`src/rtl/acrb_pkg.sv`:
```
// =====================================================================
// Shared constants of the amplifier control register bank
package acrb_pkg;

    // =================================================================
    // Register indices on the command port
    localparam logic [3:0] ADDR_GAIN    = 4'h0;
    localparam logic [3:0] ADDR_SRST    = 4'h1;
    localparam logic [3:0] ADDR_CPOL    = 4'h2;
    localparam logic [3:0] ADDR_ONTIME  = 4'h3;
    localparam logic [3:0] ADDR_ERR     = 4'h4;
    localparam logic [3:0] ADDR_DATA    = 4'h5;
    localparam logic [3:0] ADDR_SW1     = 4'h6;
    localparam logic [3:0] ADDR_SW2     = 4'h7;
    localparam logic [3:0] ADDR_DIR     = 4'h8;
    localparam logic [3:0] ADDR_EXTCS   = 4'h9;
    localparam logic [3:0] ADDR_CFG1    = 4'ha;
    localparam logic [3:0] ADDR_CFG2    = 4'hb;
    localparam logic [3:0] ADDR_SFUNC   = 4'hc;
    localparam logic [3:0] ADDR_TEST_LO = 4'hd;

    // =================================================================
    // Values after reset (power-on and soft reset alike)
    localparam logic [7:0] RST_GAIN   = 8'h00;
    localparam logic [5:0] RST_ONTIME = 6'h19;
    localparam logic [6:0] RST_SW1    = 7'h60;
    localparam logic [7:0] RST_CFG2   = 8'h10;
    localparam logic [7:0] CFG2_WMASK = 8'hbd;

    // =================================================================
    // Field positions
    localparam int ERR_CHK  = 7;
    localparam int ERR_IAR  = 6;
    localparam int ERR_BUFON = 5;
    localparam int ERR_ICA  = 4;
    localparam int ERR_SUM  = 3;
    localparam int ERR_OUT  = 2;
    localparam int ERR_GAIN = 1;
    localparam int ERR_IOV  = 0;
    localparam int CFG1_SELDIS  = 7;
    localparam int CFG1_BUFPOL  = 5;
    localparam int CFG1_KEEPERR = 3;
    localparam int CFG2_LTD     = 7;
    localparam int CFG2_CHKEN   = 0;
    localparam int SF_OSC   = 7;
    localparam int SF_SYNC  = 6;
    localparam int SF_BUFO  = 5;
    localparam int SF_BUFT  = 4;
    localparam int SF_EFO   = 3;
    localparam logic [3:0] GAIN_CODE_MAX = 4'ha;
    localparam logic [7:0] ERR_SRC_MASK  = 8'h57;

    // =================================================================
    // Timing
    localparam int unsigned CLK_NS          = 4;
    localparam int unsigned TICK_NS         = 1000;
    localparam int unsigned TICK_CYC        = TICK_NS / CLK_NS;
    localparam int unsigned BUF_STEP_TICKS  = 4;
    localparam int unsigned BUF_HOLD_TICKS  = 4;
    localparam int unsigned OUT_DLY_NS      = 6000;
    localparam int unsigned OUT_DLY_CYC     = OUT_DLY_NS / CLK_NS;

endpackage : acrb_pkg

```
`src/rtl/acrb_top.sv`:
```
// Notes on behaviour
// Gain top bit picks 1 or 1.375 output
// Four-bit input gain code, 1011-1111 reserved
// Low gain bits steer external selector pins
// Gain read 0x8000, write 0x40, trigger 0x60
// Soft reset bit resets all, self-clears
// Power-on defaults equal soft reset values
// Clock phase bit per enabled extended select
// Timeout step four ticks, zero disables buffer
// Minimum about 4 us, reset 100 us
// Error bit 5 shows buffer active
// Flags set on event, write-one clears
// Checksum fault only when protection enabled
// Summary is OR of unmasked error sources
// Output-stage fault waits about 6 us
// Blank bits ignore writes, read zero
// Addresses 13 to 15 read-only
// Direction 1 output, 0 input, reset input
// Extended-select bit enables select on pin
// Data register drives outputs, samples inputs
// Bits 6..0 map to pins 6..0
// Config top bit stops selector drive
// Config mask removes source, not checksum
// Suppress code linear to 8, then steps
// Checksum required until disabled or reset
`timescale 1ns/100ps
`default_nettype none

module acrb_top
    import acrb_pkg::*;
(
    input  wire logic       CLK_SYS,
    input  wire logic       SRST,
    input  wire logic       REQ_VALID,
    input  wire logic       REQ_WRITE,
    input  wire logic [3:0] REQ_ADDR,
    input  wire logic [7:0] REQ_WDATA,
    input  wire logic       REQ_TRIG,
    input  wire logic       REQ_CHK_BAD,
    input  wire logic [6:0] EXT_CS_REQ,
    input  wire logic [6:0] GPIO_IN,
    input  wire logic [4:0] ERR_IN,
    output logic      [7:0] RD_DATA,
    output logic            RD_VALID,
    output logic            OUT_GAIN_SEL,
    output logic      [3:0] IN_GAIN_CODE,
    output logic      [6:0] SW1,
    output logic      [3:0] SW2,
    output logic            BUF_ACTIVE,
    output logic            CHK_ENABLED,
    output logic            EXT_CLK_SEL,
    output logic      [6:0] SEL_CLK_PHASE,
    output logic      [6:0] GPIO_OUT,
    output logic      [6:0] GPIO_OE
);

    // =================================================================
    // State
    typedef struct packed {
        logic [7:0] gain;
        logic [6:0] cpol;
        logic [5:0] ontime;
        logic [7:0] flags;
        logic [6:0] data;
        logic [6:0] sw1;
        logic [3:0] sw2;
        logic [6:0] dir;
        logic [6:0] ext_cs;
        logic [7:0] cfg1;
        logic [7:0] cfg2;
        logic [7:0] sfunc;
        logic [6:0] gsync1;
        logic [6:0] gsync2;
        logic [6:0] gsync3;
        logic [6:0] gpin;
        logic [4:0] esync1;
        logic [4:0] esync2;
        logic [4:0] esync3;
        logic [4:0] epin;
        logic [7:0] tick_cnt;
        logic       tick;
        logic [7:0] buf_cnt;
        logic       trig_prev;
        logic [6:0] sup_cnt;
        logic [10:0] out_dly;
        logic       out_gain;
        logic [3:0] in_gain;
        logic [6:0] gpio_out;
        logic [6:0] gpio_oe;
        logic [6:0] sel_phase;
        logic       ext_clk;
        logic [7:0] rd_data;
        logic       rd_valid;
        logic       buf_act;
    } acrb_state_t;

    acrb_state_t st;
    acrb_state_t next_st;
    logic        accept;
    logic        summary;
    logic        suppress;

    // Reset image shared by power-on and soft reset, so they cannot drift
    function automatic acrb_state_t rst_state();
        acrb_state_t s;
        s        = '0;
        s.gain   = RST_GAIN;
        s.ontime = RST_ONTIME;
        s.sw1    = RST_SW1;
        s.cfg2   = RST_CFG2;
        return s;
    endfunction

    // Suppression length in ticks; coarser steps above code 8
    function automatic logic [6:0] flag_cycles(input logic [3:0] code);
        logic [6:0] n;
        n = 7'h00;
        unique case (code)
            4'h9:    n = 7'h0c;
            4'ha:    n = 7'h10;
            4'hb:    n = 7'h18;
            4'hc:    n = 7'h20;
            4'hd:    n = 7'h30;
            4'he:    n = 7'h40;
            4'hf:    n = 7'h7f;
            default: n = {3'h0, code};
        endcase
        return n;
    endfunction

    // Read view of one register; blank bits read zero
    function automatic logic [7:0] read_reg(input acrb_state_t s, input logic [3:0] a,
                                            input logic sum);
        logic [7:0] v;
        v = 8'h00;
        unique case (a)
            ADDR_GAIN:   v = s.gain;
            ADDR_CPOL:   v = {1'b0, s.cpol};
            ADDR_ONTIME: v = {2'b00, s.ontime};
            ADDR_ERR:    v = {s.flags[7:6], s.buf_act, s.flags[4], sum, s.flags[2:0]};
            ADDR_DATA:   v = {1'b0, (s.dir & s.data) | (~s.dir & s.gpin)};
            ADDR_SW1:    v = {1'b0, s.sw1};
            ADDR_SW2:    v = {4'h0, s.sw2};
            ADDR_DIR:    v = {1'b0, s.dir};
            ADDR_EXTCS:  v = {1'b0, s.ext_cs};
            ADDR_CFG1:   v = s.cfg1;
            ADDR_CFG2:   v = s.cfg2;
            ADDR_SFUNC:  v = s.sfunc;
            default:     v = 8'h00;
        endcase
        return v;
    endfunction

    // =================================================================
    // Combinational next state
    always_comb
    begin
        logic [7:0] cond;
        logic [7:0] setv;
        logic [7:0] clrv;
        logic [6:0] fv;
        logic       pin_trig;
        cond     = 8'h00;
        setv     = 8'h00;
        clrv     = 8'h00;
        fv       = 7'h00;
        pin_trig = 1'b0;
        next_st  = st;

        // A frame with a bad checksum is dropped while protection is on
        accept = REQ_VALID
               & ~(st.cfg2[CFG2_CHKEN] & REQ_CHK_BAD);

        // Pin and error inputs: three stages, change once stages two and three agree
        next_st.gsync1 = GPIO_IN;
        next_st.gsync2 = st.gsync1;
        next_st.gsync3 = st.gsync2;
        next_st.esync1 = ERR_IN;
        next_st.esync2 = st.esync1;
        next_st.esync3 = st.esync2;
        for (int i = 0; i < 7; i++)
        begin
            if (st.gsync2[i] == st.gsync3[i])
                next_st.gpin[i] = st.gsync3[i];
        end
        for (int i = 0; i < 5; i++)
        begin
            if (st.esync2[i] == st.esync3[i])
                next_st.epin[i] = st.esync3[i];
        end

        // Internal 1 MHz tick derived from the system clock
        next_st.tick     = (st.tick_cnt == 8'(TICK_CYC - 1));
        next_st.tick_cnt = next_st.tick ? 8'h00 : st.tick_cnt + 8'h01;

        // Buffer timer: software trigger or rising edge on pin 4
        next_st.trig_prev = st.gpin[4];
        pin_trig = st.sfunc[SF_BUFT] & ~st.dir[4];
        if (st.tick && st.buf_cnt != 8'h00)
            next_st.buf_cnt = st.buf_cnt - 8'h01;
        if (st.ontime == 6'h00)
            next_st.buf_cnt = 8'h00;
        else if ((accept && REQ_WRITE && REQ_TRIG)
                 || (pin_trig && st.gpin[4] && !st.trig_prev))
            next_st.buf_cnt = 8'(st.ontime * BUF_STEP_TICKS);
        else if (pin_trig && st.gpin[4] && st.buf_cnt < 8'(BUF_HOLD_TICKS))
            next_st.buf_cnt = 8'(BUF_HOLD_TICKS);
        next_st.buf_act = (next_st.buf_cnt != 8'h00);

        // Flag suppression window starts when the buffer drops
        if (st.buf_act && !next_st.buf_act)
            next_st.sup_cnt = flag_cycles(st.cfg2[5:2]);
        else if (st.tick && st.sup_cnt != 7'h00)
            next_st.sup_cnt = st.sup_cnt - 7'h01;
        suppress = (st.buf_act & ~st.cfg1[CFG1_KEEPERR]) | (st.sup_cnt != 7'h00);

        // Output-stage fault must persist before it counts
        if (!st.epin[2])
            next_st.out_dly = 11'h000;
        else if (st.out_dly != 11'(OUT_DLY_CYC))
            next_st.out_dly = st.out_dly + 11'h001;

        // Qualified source conditions in register bit positions
        cond[ERR_IAR]  = st.epin[4];
        cond[ERR_ICA]  = st.epin[3];
        cond[ERR_OUT]  = (st.out_dly == 11'(OUT_DLY_CYC));
        cond[ERR_GAIN] = st.epin[1];
        cond[ERR_IOV]  = st.epin[0];
        setv = cond & {8{~suppress}};
        setv[ERR_CHK] = REQ_VALID & st.cfg2[CFG2_CHKEN] & REQ_CHK_BAD;
        if (accept && REQ_WRITE && REQ_ADDR == ADDR_ERR)
            clrv = REQ_WDATA;
        // Set wins over a same-cycle write-one clear
        next_st.flags = (setv | (st.flags & ~clrv)) & (ERR_SRC_MASK | 8'h80);
        if (st.cfg2[CFG2_LTD])
            next_st.flags = (setv & ERR_SRC_MASK) | (next_st.flags & 8'h80);

        // Summary: OR of unmasked sources, checksum fault excluded
        summary = |(st.flags & ERR_SRC_MASK & ~st.cfg1);

        // Register writes; blank bits are dropped by the field widths and CFG2_WMASK
        if (accept && REQ_WRITE)
        begin
            unique case (REQ_ADDR)
                ADDR_GAIN:   next_st.gain   = REQ_WDATA;
                ADDR_CPOL:   next_st.cpol   = REQ_WDATA[6:0];
                ADDR_ONTIME: next_st.ontime = REQ_WDATA[5:0];
                ADDR_DATA:   next_st.data   = REQ_WDATA[6:0];
                ADDR_SW1:    next_st.sw1    = REQ_WDATA[6:0];
                ADDR_SW2:    next_st.sw2    = REQ_WDATA[3:0];
                ADDR_DIR:    next_st.dir    = REQ_WDATA[6:0];
                ADDR_EXTCS:  next_st.ext_cs = REQ_WDATA[6:0];
                ADDR_CFG1:   next_st.cfg1   = REQ_WDATA;
                ADDR_CFG2:   next_st.cfg2   = REQ_WDATA & CFG2_WMASK;
                ADDR_SFUNC:  next_st.sfunc  = REQ_WDATA;
                default:     next_st.gain   = st.gain;
            endcase
        end

        // Read answer one cycle after the request
        next_st.rd_valid = accept & ~REQ_WRITE;
        next_st.rd_data  = (accept && !REQ_WRITE) ? read_reg(st, REQ_ADDR, summary)
                                                  : 8'h00;

        // Amplifier controls; reserved gain codes leave the last legal one
        next_st.out_gain = st.gain[7];
        if (st.gain[6:3] <= GAIN_CODE_MAX)
            next_st.in_gain = st.gain[6:3];

        // Pin functions: special function over extended select over data
        fv[2:0] = st.gain[2:0];
        fv[3]   = summary;
        fv[5]   = st.buf_act ^ st.cfg1[CFG1_BUFPOL];
        fv[6]   = (st.tick_cnt < 8'(TICK_CYC / 2));
        for (int i = 0; i < 7; i++)
        begin
            if (st.sfunc[i] && i != SF_BUFT && i != SF_SYNC - 6 + 6
                && !(i < 3 && st.cfg1[CFG1_SELDIS]))
                next_st.gpio_out[i] = (i == 6) ? (st.sfunc[SF_OSC] & fv[6]) : fv[i];
            else if (st.ext_cs[i])
                next_st.gpio_out[i] = ~EXT_CS_REQ[i];
            else
                next_st.gpio_out[i] = st.data[i];
        end
        if (st.sfunc[SF_OSC])
            next_st.gpio_out[6] = fv[6];
        next_st.gpio_oe   = st.dir;
        next_st.sel_phase = st.cpol & st.ext_cs & st.dir;
        next_st.ext_clk   = st.sfunc[SF_SYNC] & ~st.dir[6];

        // Soft reset restores the power-on image; its bit is never stored
        if (accept && REQ_WRITE && REQ_ADDR == ADDR_SRST && REQ_WDATA[0])
            next_st = rst_state();
    end

    // =================================================================
    // State register
    always_ff @(posedge CLK_SYS)
    begin
        if (SRST)
            st <= rst_state();
        else
            st <= next_st;
    end

    // Outputs straight from state flops
    assign RD_DATA       = st.rd_data;
    assign RD_VALID      = st.rd_valid;
    assign OUT_GAIN_SEL  = st.out_gain;
    assign IN_GAIN_CODE  = st.in_gain;
    assign SW1           = st.sw1;
    assign SW2           = st.sw2;
    assign BUF_ACTIVE    = st.buf_act;
    assign CHK_ENABLED   = st.cfg2[CFG2_CHKEN];
    assign EXT_CLK_SEL   = st.ext_clk;
    assign SEL_CLK_PHASE = st.sel_phase;
    assign GPIO_OUT      = st.gpio_out;
    assign GPIO_OE       = st.gpio_oe;
endmodule // acrb_top

`default_nettype wire

```
`config.mk`:
```
export PLATFORM = sky130hd
export DESIGN_NAME = acrb_top
export DESIGN_NICKNAME = d
export VERILOG_FILES = /design/src/rtl/acrb_pkg.sv /design/src/rtl/acrb_top.sv
export SDC_FILE = /design/constraint.sdc
export NUM_CORES = 1
export LEC_CHECK = 0
export BUFFER_PORTS_ARGS = -buffer_cell sky130_fd_sc_hd__buf_4
export CAP_MARGIN = 20
export CORE_MARGIN = 2
export CORE_UTILIZATION = 43
export DETAILED_ROUTE_END_ITERATION = 8
export GPL_ROUTABILITY_DRIVEN = 1
export HOLD_SLACK_MARGIN = 0.1
export PLACE_DENSITY = 0.66
export SETUP_SLACK_MARGIN = 0.4
export SLEW_MARGIN = 30
export SYNTH_ARGS = -nofsm -noshare
export SYNTH_HDL_FRONTEND = slang
export SYNTH_SLANG_ARGS = --single-unit
```
`constraint.sdc`:
```
create_clock -name CLK_SYS -period 3.6 [get_ports CLK_SYS]
set_input_delay 0.54 -clock CLK_SYS [delete_from_list [all_inputs] [get_ports CLK_SYS]]
set_output_delay 0.54 -clock CLK_SYS [all_outputs]
set_load 0.005 [all_outputs]
```
==> reports/metrics.yaml <==
global_route:
  grt-ovfl-total: 0
  antenna_found_initial: 0
  grt_pass1_wl_um: 35700
  grt.total_usage_pct: 20.6
  grt_pass1_vias: 6562
  grt_max_degree: 38
cts:
  cts_hold_buf: 0
  cts-root-buf: "clkbuf_16"
  clkTransAtPathRegs_ns: 0.06
  clockBufferDepth: 3
  cts_setup_buffers: 0
  cts_tree: "built"
  clock_sinks: 202
  cts_max_level: 1
  worstSkewPairLatency_ns: 0.51
  numCtsBuffers: 21
  cts.repair.resized: 0
yosys:
  syn_nets: 1020
  synth-edff-count: 0
  synthTopCellsByCount: "202 x dfxtp_1, 134 x nor2_1, 79 x mux2i_1"
  synthCells: 976
  syn_area_um2: 8710
  ys.flop_type: "dfxtp_1"
  ys_types: 67
  synth_top_cell_by_area: "dfxtp_1"
  seq_area_frac_synth_pct: 46.4
  synth.top_cell.area_share_pct: 46.4
  yosysMostFrequentCell: "dfxtp_1"
  syn_area_per_cell_um2: 8.93
  async_reset_ff_share_pct: 0
  synth_area_leaders: "dfxtp_1 46%, mux2i_1 9.1%, nor2_1 5.8%"
  ys_seq_elements: 202
  ys_warn_count: 0
floorplan:
  core_um2: 20000
  dieArea_um2: 21400
  fp.dieW_um: 146
  start_util_pct: 43.5
  io_pins: 86
  row_count: 52
  die-height_um: 146
setup_path:
  crit_chain: "a21boi_1 -> and2_1 -> buf_4 -> nand3_1 -> mux2i_1 -> nor2_1"
  critical_path_class: "flop to flop"
  critical_path_required_ns: 3.98
  crit_family: "simple AND/OR/NAND/NOR gates"
  startpoint_type: "flop"
  crit_slowest_cell: "nand3_1"
  reg2reg_slack_ns: 1.04
  crit_fanout: 18
  cp.buffers_inverters: 1
  max_stage_delay_ns: 0.50
  endpoint_kind: "flop"
  crit_arrival_ns: 2.93
detailed_routing:
  num_vias: 7034
  drtAntennaViolNets: 0
  firstDrtPassIters: 6
  remaining_drc_errors: 0
  viasPerCell: 5.47
  finalWirelength_um: 22500
  drtIter0Drc: 669
  wire_per_inst_um: 17.5
cells_and_area:
  finalNonFillerCells: 1286
  drive_above_1_share_pct: 14.7
  multiInputGateArea_um2: 4070
  finalNetCount: 1046
  final_util_pct: 49.9
  fillers: 1969
  regArea_um2: 4040
  area_delta_synth_final_pct: 14.8
  diodes: 0
power:
  irDropWorstVdd_mv: 0.348
  internal_power_mw: 3.70
  power_density_nw_per_um2: 476
  p_sw_mw: 1.07
  pwr-share-comb_pct: 5.4
  clockPowerShare_pct: 46.6
  swShare_pct: 22.5
  power_frac_seq_pct: 48.0
  p_leak_nw: 4.26
sta:
  tightest_slew_ns: 0.837
  hold_viol_final: 0
  fin_crit_ns: 2.56
  slew_viol_final: 0
  setup_ws_ns: 1.04
  setup_viol: 0
  max_freq_mhz: 391
  whs_ns: 0.235
  skew_ns: 0.0162
  timing.slew.headroom_pct: 43.9
  fin_tns_setup_ns: 0
  post-route-period-util_pct: 71.0
  rsz0062_at_grt: "no"
placed_design:
  portBuffers: 85
  gp_congestion: 0.936
  hpwl_um: 15800
  dp_slack_ns: 0.847
  numPlacedInstances: 1249
run_status:
  status: "finished, final reports clean"
job:
  max_cap_violations: 0
hold_path:
  hold_path_class: "primary input to flop"
[worst paths after layout]
path	startpoint	endpoint	cells after the start
max reg2reg	CHK_ENABLED$_SDFFE_PP0P_	st[202]$_SDFFE_PP0P_	6
min reg2reg	st[89]$_SDFF_PP0_	st[84]$_SDFF_PP0_	1
max	CHK_ENABLED$_SDFFE_PP0P_	st[202]$_SDFFE_PP0P_	6
min	ERR_IN[0]	st[88]$_SDFF_PP0_	2
[logic make-up after synthesis]
group	share of synthesized area, %
simple gates	20.1
flops	46.4
compound gates	12.1
buf+inv	7.25
mux	10.6
xor+xnor	2.51
fa+ha+maj	1.00
[metrics by stage]
step / power, mW / cell area, µm²
2_1_floorplan: 2.49 / 8710
3_3_place_gp: 2.59 / 9310
3_5_place_dp: 2.59 / 9310
4_1_cts: 4.80 / 10000
5_1_grt: 4.92 / 10000
6_report: 4.77 / 10000
[state kept, by name, summed over array words and instances, names as in the netlist]
signal,flops
OUT_GAIN_SEL,1
GPIO_OUT,7
SW2,4
GPIO_OE,7
IN_GAIN_CODE,4
SEL_CLK_PHASE,7
RD_VALID,1
BUF_ACTIVE,1
SW1,7
CHK_ENABLED,1
st,153
RD_DATA,8
EXT_CLK_SEL,1
[placed cells by master, fill, tap and decap left out, types with 3 or more instances in the layout]
master,Yosys,final
xor2_1,14,14
o22ai_1,4,4
nor2_1,134,134
and3_1,14,14
or3_1,3,3
clkbuf_1,43,5
a211oi_1,7,7
nor3_1,12,12
a32o_1,3,3
a21oi_1,68,68
mux2_4,3,3
nand4_1,5,5
bufinv_16,0,3
clkinvlp_4,0,3
a32oi_1,3,3
nand3_1,36,36
and2_1,49,49
nor4_1,3,3
nand2b_1,6,6
a221oi_1,7,7
nor3b_1,3,3
o21ai_0,28,28
a31oi_1,13,13
nor2b_1,11,11
a22oi_1,8,8
buf_4,44,98
nand2_1,73,73
ha_1,7,7
xnor2_1,11,11
a22o_1,3,3
dfxtp_1,202,202
clkbuf_16,0,21
inv_1,27,27
mux2i_1,79,79
mux2_2,6,6
nand3b_1,3,3
[power by group through the flow]
stage | registers, mW | clock network, mW | logic [mW]
2_1_floorplan | 2.33 | 0 | 0.157
3_3_place_gp | 2.34 | 0 | 0.251
3_5_place_dp | 2.34 | 0 | 0.252
4_1_cts | 2.29 | 2.26 | 0.253
5_1_grt | 2.29 | 2.35 | 0.277
6_report | 2.29 | 2.22 | 0.255
[metal layers]
metal  global-route usage [%]  up-vias  part of all wire [%]
li1                         -     3369                     -
met1                     28.2     3294                    44
met2                     31.6      305                    44
met3                     4.97       66                   8.6
met4                     8.20        0                   3.9
met5                        0        -                     0
[area by class of cell]
class / count / share of cell area [%]
Timing Repair Buffer: 99 / 7.55
Inverter: 27 / 1.01
Clock inverter: 9 / 1.31
Sequential cell: 202 / 40.4
Multi-Input combinational cell: 651 / 40.6
Clock buffer: 28 / 5.71
Tap cell: 270 / 3.38
[worst register-to-register path, stage by stage (launching register included)]
cell and delay (ns):
dfxtp_1 0.38, a21boi_1 0.39, and2_1 0.44, buf_4 0.31, nand3_1 0.50, mux2i_1 0.34
nor2_1 0.05
(Power assumes the default switching activity.)
